### src/inc/igca_pkg.sv
// Shared constants and carrier types of the general call and arbitration port
package igca_pkg;

   // ************************************************************
   // Timing
   // ************************************************************
   localparam int CLK_PERIOD_NS = 40;
   localparam int BUS_HALF_NS = 5000;
   localparam int HALF_CYC_INT = (BUS_HALF_NS + CLK_PERIOD_NS - 1) / CLK_PERIOD_NS;
   localparam logic [7:0] HALF_CYC = HALF_CYC_INT[7:0];

   // ************************************************************
   // Field positions and fixed values
   // ************************************************************
   localparam logic [7:0] GEN_CALL_ADDR = 8'h00;
   localparam int RW_BIT = 0;
   localparam int MSB_BIT = 7;
   localparam logic [3:0] BITS_PER_BYTE = 4'h8;
   localparam logic [1:0] BUF_DEPTH = 2'h2;
   localparam logic [7:0] SHIFT_RESET = 8'h00;

   typedef enum logic [3:0] {
      IGCA_IDLE, IGCA_S_ADDR, IGCA_S_DATA, IGCA_S_ACK, IGCA_S_SKIP,
      IGCA_M_START, IGCA_M_WAIT, IGCA_M_LOW, IGCA_M_HIGH, IGCA_M_STOP
   } igca_mode_t;

   // Configuration from the processor
   typedef struct packed {
      logic enable;
      logic generalCallEnable;
      logic tenBitMode;
      logic portIntEnable;
      logic sleepMode;
      logic [7:0] ownAddress;
   } igca_ctrl_t;

   // Status toward the processor
   typedef struct packed {
      logic startSeen;
      logic stopSeen;
      logic bufferFull;
      logic portEvent;
      logic collision;
      logic updateAddress;
      logic startPending;
      logic stopPending;
      logic wakeUp;
   } igca_status_t;

   typedef struct packed {
      igca_mode_t mode;
      logic sclMeta, sclSync, sclPrev;
      logic sdaMeta, sdaSync, sdaPrev;
      logic [7:0] shiftReg;
      logic [3:0] bitCnt;
      logic gcHit, nextData, sdaDrive, sclDrive;
      logic [7:0] divCnt;
      logic [1:0][7:0] rxMem;
      logic rxWr, rxRd;
      logic [1:0] rxCnt;
      logic [1:0][7:0] txMem;
      logic txWr, txRd;
      logic [1:0] txCnt;
      logic [7:0] txShift;
      logic [3:0] txBit;
      logic startSeen, stopSeen, portEvent, collision, updateAddress;
      logic startPending, stopPending, wakeUp;
   } igca_state_t;

endpackage : igca_pkg

### src/logic/igca_port.sv
// General call slave receiver and multi-master arbitrating transmitter
`timescale 1ns/10ps

// Overview of operation
// All-zero address byte with write direction is the fixed general call address.
// General call recognised only while general call enable is set.
// After Start, shift eight bits; compare with own address and general call.
// On match store byte, set buffer full; event flag at ninth falling edge.
// Received address byte stays readable so software tells general call apart.
// Ten-bit mode own-address match sets update address flag.
// Ten-bit general call needs no second half, no update flag, data follows.
// In sleep, matches and completed bytes wake processor if interrupt enabled.
// Reset disables the port and ends any transfer.
// Start-seen and stop-seen clear on reset and while disabled.
// Master takes bus only when stop seen, or start and stop both clear.
// With interrupt enabled, a Stop on the bus raises the event flag.
// Hardware compares sampled SDA with driven level; mismatch sets collision.
// Arbitration checked in address, data, Start, repeated Start and acknowledge; code checks only Start and the eight bits of each sent byte.
// Released one sampled low while SCL high sets collision, port goes idle.
// Collision in transmit halts, clears buffer full, releases lines, buffer writable.
// Collision aborts Start or Stop, releases lines, clears their request bits.
// After collision keep watching the bus; a Stop sets the event flag.
// After collision a new data write starts from the first data bit.
// Software resumes after a collision only on a free bus with a Start.
// Acknowledge the general call on the ninth clock when enabled.
module igca_port
   import igca_pkg::*;
(
   input wire logic clk_sys,
   input wire logic reset_n,
   input wire igca_ctrl_t ctrl,
   input wire logic startReq,
   input wire logic stopReq,
   input wire logic eventClear,
   input wire logic collisionClear,
   input wire logic updateClear,
   input wire logic sclIn,
   input wire logic sdaIn,
   output logic sclOut,
   output logic sclOe_n,
   output logic sdaOut,
   output logic sdaOe_n,
   input wire logic txValid,
   output logic txReady,
   input wire logic [7:0] txData,
   output logic rxValid,
   input wire logic rxReady,
   output logic [7:0] rxData,
   output igca_status_t status
);

   igca_state_t st;
   igca_state_t next_st;
   logic sclRise, sclFall, startCond, stopCond, busFree, masterMode;
   function automatic logic [1:0] igca_level(input logic [1:0] cnt, input logic dec,
                                             input logic inc);
      igca_level = cnt - {1'b0, dec} + {1'b0, inc};
   endfunction : igca_level

   // ************************************************************
   // Bus conditions seen through the synchronisers
   // ************************************************************
   assign sclRise = st.sclSync & ~st.sclPrev;
   assign sclFall = ~st.sclSync & st.sclPrev;
   assign startCond = st.sclSync & st.sclPrev & st.sdaPrev & ~st.sdaSync;
   assign stopCond = st.sclSync & st.sclPrev & ~st.sdaPrev & st.sdaSync;
   assign busFree = st.stopSeen | (~st.startSeen & ~st.stopSeen);
   assign masterMode = st.mode inside {IGCA_M_START, IGCA_M_WAIT, IGCA_M_LOW,
                                       IGCA_M_HIGH, IGCA_M_STOP};

   assign sclOut = 1'b0;
   assign sdaOut = 1'b0;
   assign sclOe_n = ~st.sclDrive;
   assign sdaOe_n = ~st.sdaDrive;
   assign txReady = st.txCnt != BUF_DEPTH;
   assign rxValid = st.rxCnt != 2'h0;
   assign rxData = st.rxMem[st.rxRd];

   always_comb begin
      logic pushRx, popTx, flushTx, setEvent, setColl, setUpd, ownHit, gcMatch;
      pushRx = 1'b0;
      popTx = 1'b0;
      flushTx = 1'b0;
      setEvent = 1'b0;
      setColl = 1'b0;
      setUpd = 1'b0;
      ownHit = st.shiftReg[7:1] == ctrl.ownAddress[7:1];
      gcMatch = ctrl.generalCallEnable && st.shiftReg == GEN_CALL_ADDR;
      next_st = st;
      next_st.sclMeta = sclIn;
      next_st.sclSync = st.sclMeta;
      next_st.sclPrev = st.sclSync;
      next_st.sdaMeta = sdaIn;
      next_st.sdaSync = st.sdaMeta;
      next_st.sdaPrev = st.sdaSync;
      next_st.wakeUp = 1'b0;
      next_st.startPending = st.startPending | startReq;
      next_st.stopPending = st.stopPending | stopReq;

      // ************************************************************
      // Port sequencer
      // ************************************************************
      case (st.mode)
         IGCA_IDLE: begin
            if (st.startPending && busFree && st.sclSync && st.sdaSync) begin
               next_st.mode = IGCA_M_START;
               next_st.sdaDrive = 1'b1;
               next_st.divCnt = HALF_CYC;
            end else if (st.startPending && busFree && !st.sdaSync) begin
               setColl = 1'b1;
            end
         end
         IGCA_S_ADDR, IGCA_S_DATA: begin
            if (sclRise) begin
               next_st.shiftReg = {st.shiftReg[6:0], st.sdaSync};
               next_st.bitCnt = st.bitCnt + 4'h1;
            end else if (sclFall && st.bitCnt == BITS_PER_BYTE) begin
               // A full receive buffer is answered with no acknowledge, so nothing is lost
               if ((st.mode == IGCA_S_DATA || ownHit || gcMatch) && st.rxCnt != BUF_DEPTH) begin
                  pushRx = 1'b1;
                  next_st.sdaDrive = 1'b1;
                  next_st.mode = IGCA_S_ACK;
                  next_st.wakeUp = ctrl.sleepMode && ctrl.portIntEnable;
                  if (st.mode == IGCA_S_ADDR) begin
                     next_st.gcHit = gcMatch;
                     next_st.nextData = gcMatch || !st.shiftReg[RW_BIT];
                     setUpd = ctrl.tenBitMode && !gcMatch;
                  end
               end else begin
                  next_st.mode = IGCA_S_SKIP;
               end
            end
         end
         IGCA_S_ACK: begin
            if (sclFall) begin
               next_st.sdaDrive = 1'b0;
               setEvent = 1'b1;
               next_st.bitCnt = 4'h0;
               next_st.mode = st.nextData ? IGCA_S_DATA : IGCA_S_SKIP;
            end
         end
         IGCA_S_SKIP: begin
            next_st.sdaDrive = 1'b0;
         end
         IGCA_M_START: begin
            if (st.divCnt == 8'h00) begin
               next_st.sclDrive = 1'b1;
               next_st.startPending = 1'b0;
               next_st.mode = IGCA_M_WAIT;
            end else begin
               next_st.divCnt = st.divCnt - 8'h01;
            end
         end
         IGCA_M_WAIT: begin
            if (st.txCnt != 2'h0) begin
               popTx = 1'b1;
               next_st.txShift = st.txMem[st.txRd];
               next_st.txBit = 4'h0;
               next_st.sdaDrive = ~st.txMem[st.txRd][MSB_BIT];
               next_st.divCnt = HALF_CYC;
               next_st.mode = IGCA_M_LOW;
            end else if (st.stopPending) begin
               next_st.sdaDrive = 1'b1;
               next_st.divCnt = HALF_CYC;
               next_st.mode = IGCA_M_STOP;
            end
         end
         IGCA_M_LOW: begin
            if (st.divCnt == 8'h00) begin
               next_st.sclDrive = 1'b0;
               next_st.divCnt = HALF_CYC;
               next_st.mode = IGCA_M_HIGH;
            end else begin
               next_st.divCnt = st.divCnt - 8'h01;
            end
         end
         IGCA_M_HIGH: begin
            // Counting waits for SCL to read high, so a stretching slave is honoured
            if (st.sclSync) begin
               if (!st.sdaDrive && !st.sdaSync && st.txBit != BITS_PER_BYTE) begin
                  setColl = 1'b1;
               end else if (st.divCnt == 8'h00) begin
                  next_st.sclDrive = 1'b1;
                  next_st.divCnt = HALF_CYC;
                  if (st.txBit == BITS_PER_BYTE) begin
                     setEvent = 1'b1;
                     next_st.mode = IGCA_M_WAIT;
                  end else begin
                     next_st.txBit = st.txBit + 4'h1;
                     next_st.txShift = {st.txShift[6:0], 1'b0};
                     next_st.sdaDrive = (st.txBit == 4'h7) ? 1'b0 : ~st.txShift[6];
                     next_st.mode = IGCA_M_LOW;
                  end
               end else begin
                  next_st.divCnt = st.divCnt - 8'h01;
               end
            end
         end
         IGCA_M_STOP: begin
            if (st.sclDrive) begin
               if (st.divCnt == 8'h00) begin
                  next_st.sclDrive = 1'b0;
                  next_st.divCnt = HALF_CYC;
               end else begin
                  next_st.divCnt = st.divCnt - 8'h01;
               end
            end else if (st.sclSync) begin
               if (st.divCnt == 8'h00) begin
                  next_st.sdaDrive = 1'b0;
                  next_st.stopPending = 1'b0;
                  next_st.mode = IGCA_IDLE;
               end else begin
                  next_st.divCnt = st.divCnt - 8'h01;
               end
            end
         end
         default: begin
            next_st.mode = IGCA_IDLE;
         end
      endcase

      // Conditions on the wire; a slave follows any Start seen outside master mode unless that cycle flags a collision
      if (startCond) begin
         next_st.startSeen = 1'b1;
         next_st.stopSeen = 1'b0;
         if (!masterMode) begin
            next_st.mode = IGCA_S_ADDR;
            next_st.bitCnt = 4'h0;
            next_st.sdaDrive = 1'b0;
         end
      end
      if (stopCond) begin
         next_st.startSeen = 1'b0;
         next_st.stopSeen = 1'b1;
         setEvent = setEvent | ctrl.portIntEnable | st.collision;
         if (!masterMode) begin
            next_st.mode = IGCA_IDLE;
            next_st.sdaDrive = 1'b0;
         end
      end
      if (setColl) begin
         flushTx = 1'b1;
         next_st.mode = IGCA_IDLE;
         next_st.sdaDrive = 1'b0;
         next_st.sclDrive = 1'b0;
         next_st.startPending = 1'b0;
         next_st.stopPending = 1'b0;
         next_st.txBit = 4'h0;
      end

      // ************************************************************
      // Two-entry buffers and sticky flags
      // ************************************************************
      if (pushRx) begin
         next_st.rxMem[st.rxWr] = st.shiftReg;
         next_st.rxWr = ~st.rxWr;
      end
      next_st.rxRd = st.rxRd ^ (rxValid && rxReady);
      next_st.rxCnt = igca_level(st.rxCnt, rxValid && rxReady, pushRx);
      if (flushTx) begin
         next_st.txRd = st.txWr;
      end else if (popTx) begin
         next_st.txRd = ~st.txRd;
      end
      if (txValid && txReady) begin
         next_st.txMem[st.txWr] = txData;
         next_st.txWr = ~st.txWr;
      end
      next_st.txCnt = igca_level(flushTx ? 2'h0 : st.txCnt, popTx && !flushTx,
                                 txValid && txReady);
      next_st.portEvent = (st.portEvent & ~eventClear) | setEvent;
      next_st.collision = (st.collision & ~collisionClear) | setColl;
      next_st.updateAddress = (st.updateAddress & ~updateClear) | setUpd;
      if (!ctrl.enable) begin
         next_st.mode = IGCA_IDLE;
         next_st.sdaDrive = 1'b0;
         next_st.sclDrive = 1'b0;
         next_st.startSeen = 1'b0;
         next_st.stopSeen = 1'b0;
         next_st.startPending = 1'b0;
         next_st.stopPending = 1'b0;
      end
   end

   always_ff @(posedge clk_sys or negedge reset_n) begin
      if (!reset_n) begin
         st <= '{mode: IGCA_IDLE, sclMeta: 1'b1, sclSync: 1'b1, sclPrev: 1'b1, sdaMeta: 1'b1,
                 sdaSync: 1'b1, sdaPrev: 1'b1, shiftReg: SHIFT_RESET, default: '0};
      end else begin
         st <= next_st;
      end
   end

   assign status = '{startSeen: st.startSeen, stopSeen: st.stopSeen,
                     bufferFull: st.rxCnt != 2'h0 || st.txCnt != 2'h0,
                     portEvent: st.portEvent, collision: st.collision,
                     updateAddress: st.updateAddress, startPending: st.startPending,
                     stopPending: st.stopPending, wakeUp: st.wakeUp};
endmodule : igca_port

### config.mk
export PLATFORM = sky130hd
export DESIGN_NAME = igca_port
export DESIGN_NICKNAME = d
export VERILOG_FILES = /design/src/inc/igca_pkg.sv /design/src/logic/igca_port.sv
export SDC_FILE = /design/constraint.sdc
export NUM_CORES = 1
export LEC_CHECK = 0
export ABC_AREA = 1
export BUFFER_PORTS_ARGS = -buffer_cell sky130_fd_sc_hd__buf_2
export CAP_MARGIN = 10
export CORE_ASPECT_RATIO = 1.25
export CORE_MARGIN = 2
export CORE_UTILIZATION = 52
export CTS_CLUSTER_SIZE = 16
export DETAILED_ROUTE_END_ITERATION = 6
export PLACE_DENSITY = 0.68
export REMOVE_ABC_BUFFERS = 1
export SYNTH_ARGS = -nofsm -noshare
export SYNTH_HDL_FRONTEND = slang
export SYNTH_SLANG_ARGS = --single-unit
### constraint.sdc
create_clock -name clk_sys -period 2.8 [get_ports clk_sys]
set_input_delay 0.14 -clock clk_sys [delete_from_list [all_inputs] [get_ports clk_sys]]
set_output_delay 0.14 -clock clk_sys [all_outputs]
set_load 0.01 [all_outputs]
==> key figures <==
Worst setup path
  • Worst flop-to-flop path startpoint: st[90]$_DFF_PN0_
  • CP Max Fanout: 17
  • Data required time of the critical path: 3070 ps
  • Critical path class: register to register
  • Worst R2R Path Depth: 14
  • FF-to-FF setup slack: 510 ps
  • WP data arrival: 2560 ps
  • Crit start category: register
  • Reg-to-Reg End: st[21]$_DFF_PN0_
  • CP Capture Type: register

Hold path
  • Hold Path Class: input pin to register
  • WHS Path Cells: 3
  • Hold EP: status[0]$_DFF_PN0_
  • Worst hold start: ctrl[8]

Yosys
  • Adder-Cell Fraction of Synth Area: 2.40%
  • Post-synth EDFFs: 0
  • Synth cell count leaders: 162 x nand2_1, 86 x dfrtp_1, 79 x inv_1, 69 x nor2_1, 45 x o21ai_0
  • Simple-Gate Fraction of Synth Area: 27.5%
  • Synth Area per Inst: 7.94 sq um
  • Yosys reg bits: 92
  • Leading area contributor after synthesis: dfrtp_1
  • Main synth FF type: dfrtp_1
  • Yosys cell types: 47
  • XOR/XNOR Fraction of Synth Area: 2.35%
  • Post-synth top area share: 41.3%
  • Register area share after synthesis: 44.3%
  • Async SR Flop Fraction: 100%
  • Yosys warns: 0
  • Multiplexer share of the synthesized area: 0.192%
  • Mapped Area: 0.00521 sq mm
  • Cells after Synth: 657
  • Compound-Gate Fraction of Synth Area: 13.4%
  • Synth top area cells: dfrtp_1 41%, nand2_1 12%, inv_1 5.7%, nor2_1 5.0%, o21ai_0 4.3%
  • Largest family of logic cells by synthesized area: simple AND/OR/NAND/NOR gates
  • Most frequent cell after synthesis: nand2_1

Route
  • Number of remaining DRC errors: 0
  • ANT nets after route: 0
  • Routed wire per std cell: 13.8 um
  • DR iter-0 viols: 220
  • Via density: 5.11
  • DRT Wirelength: 11600 um
  • Pre-Repair DR Iteration Count: 5
  • Vias after detailed routing: 4291

Power and ir drop
  • Total power: 3.86 mW
  • Int Pwr: 2.66 mW
  • Switching share of power: 31.1%
  • Share of power burned in registers: 44.8%
  • Leak: 2.85 nW
  • Worst IR Drop VDD: 0.399 mV
  • P_sw: 1.20 mW
  • Cell area power density: 655 mW/mm^2
  • Clock power frac: 34.6%
  • Combinational share of power: 20.6%

Run
  • Max-cap violations: 0

Cells and area
  • Final instance area: 0.00590 sq mm
  • Area grow syn2layout: 13.2%
  • Antenna diodes: 0
  • Nets: 750
  • Layout cells sized above 1: 20.1%
  • Final core occ: 60.8%

Timing
  • RSZ-0062 raised after global routing: false
  • Fin. Hold Viols: 0
  • Tcrit/Tclk final: 81.8%
  • Worst-Margin Slew: 808 ps
  • Final Max Slew Viols: 0
  • Clk_skew: 7.12 ps
  • Setup TNS: 0 ps
  • Fin crit period: 2290 ps
  • Relative slew slack: 46.1%
  • Final setup viols: 0
  • Achievable Freq: 0.436 GHz

Global routing
  • Gr ovfl total: 0
  • Vias in the first global route: 4177
  • Largest net degree at the start of global routing: 62
  • All-Layer GR Usage: 23.4%
  • First-pass GRT wire length: 20000 um
  • Initial antenna violation count: 0

Clocking
  • # clock sinks: 92
  • CTS Hold Bufs: 5
  • TritonCTS Buffers: 9
  • CTS tree: done
  • Clk Latency, worst-skew pair: 340 ps
  • Post CTS Setup Buffer Count: 0
  • Root buffer cell: clkbuf_16
  • Longest Clk Path Bufs: 2
  • Post-CTS resize count: 0
  • Worst-path clk slew: 70 ps
  • H-Tree Depth: 3

Die
  • I/O pin cnt: 55
  • Row count: 40
  • Die Ht: 116 um
  • DIE WIDTH: 93.6 um
  • Core Region: 0.00971 sq mm
  • Die area: 0.0108 sq mm
  • Initial Util: 53.7%

Placed design
  • Gpl congestion: 0.923
  • Post-DP Area: 0.00552 sq mm
  • DP HPWL: 8520 um
  • Port bufs: 51

Run status
  • Outcome: finished clean
how the worst max path moves through the flow:
stage,startpoint,endpoint,slack (ps),cells after the start
global route,st[8]$_DFFE_PN0P_,st[21]$_DFF_PN0_,380,14
floorplan,st[8]$_DFFE_PN0P_,st[21]$_DFF_PN0_,790,14
global placement,st[90]$_DFF_PN0_,st[21]$_DFF_PN0_,600,14
detailed placement,st[90]$_DFF_PN0_,st[21]$_DFF_PN0_,500,14
CTS,st[90]$_DFF_PN0_,st[21]$_DFF_PN0_,500,14
finish,st[90]$_DFF_PN0_,st[21]$_DFF_PN0_,510,14
logic make-up (layout without fill, tap and decap cells):
| logic type | count (synthesis) | count (layout) |
|---|---|---|
| flops | 92 | 92 |
| other cells | 1 | 2 |
| buf+inv | 114 | 169 |
| mux | 1 | 1 |
| compound gates | 114 | 114 |
| simple gates | 311 | 311 |
| fa+ha+maj | 10 | 10 |
| xor+xnor | 14 | 14 |
critical path: stages (launching register included):
cell and delay, ps:
dfrtp_1 430, inv_2 160, nand2_4 100, nor2_8 220, inv_6 110, nor2_1 100, nand2_1 70, nand2_2 140
inv_2 100, nand2_1 80, ha_1 220, inv_1 60, ha_1 150, xnor2_1 130, xor2_1 150
power groups by stage:
stage          clock, mW  combinational, mW  sequential [mW]
2_1_floorplan          0              0.565             1.70
3_3_place_gp           0              0.762             1.74
3_5_place_dp           0              0.796             1.75
4_1_cts             1.37              0.809             1.73
5_1_grt             1.42              0.929             1.76
6_report            1.34              0.795             1.73
layout by cell type, fill, tap and decap left out, types with 10 or more instances in the layout:
cell,count
ha_1,10
o21ai_2,17
dfrtp_1,86
inv_2,11
a21oi_1,25
o21ai_0,45
nor2_1,69
nand2_1,162
buf_2,50
inv_1,79
nor2_2,11
nand3_1,29
per-stage QoR:
step                std cells  hold WS (ps)  setup WS (ps)
global route              839          29.0            381
global placement          818           249            604
floorplan                 637          -156            791
CTS                       839          6.78            500
finish                    839          18.2            508
detailed placement        818           251            499
layout make-up:
cell class | count | area [sq um]
clock buffers | 11 | 243
well taps | 126 | 158
multi-input cells | 452 | 2400
fillers | 902 | 3810
flip-flops and latches | 92 | 2310
clock inverters | 5 | 82.6
inverters | 93 | 357
repair buffers | 60 | 350
flip-flops by register name, summed over array words and instances, names as in the netlist:
register and cells:
status 8, next_st 4, st 80
metal layers:
metal  share of wire [%]  GRT usage, %  vias up
met1                  44          30.6     1983
li1                    -             -     2183
met3                 4.4          4.42       20
met2                  49          38.5      105
met5                   0             0        -
met4                 2.7          9.37        0
Power figures use the tool's default switching activity.
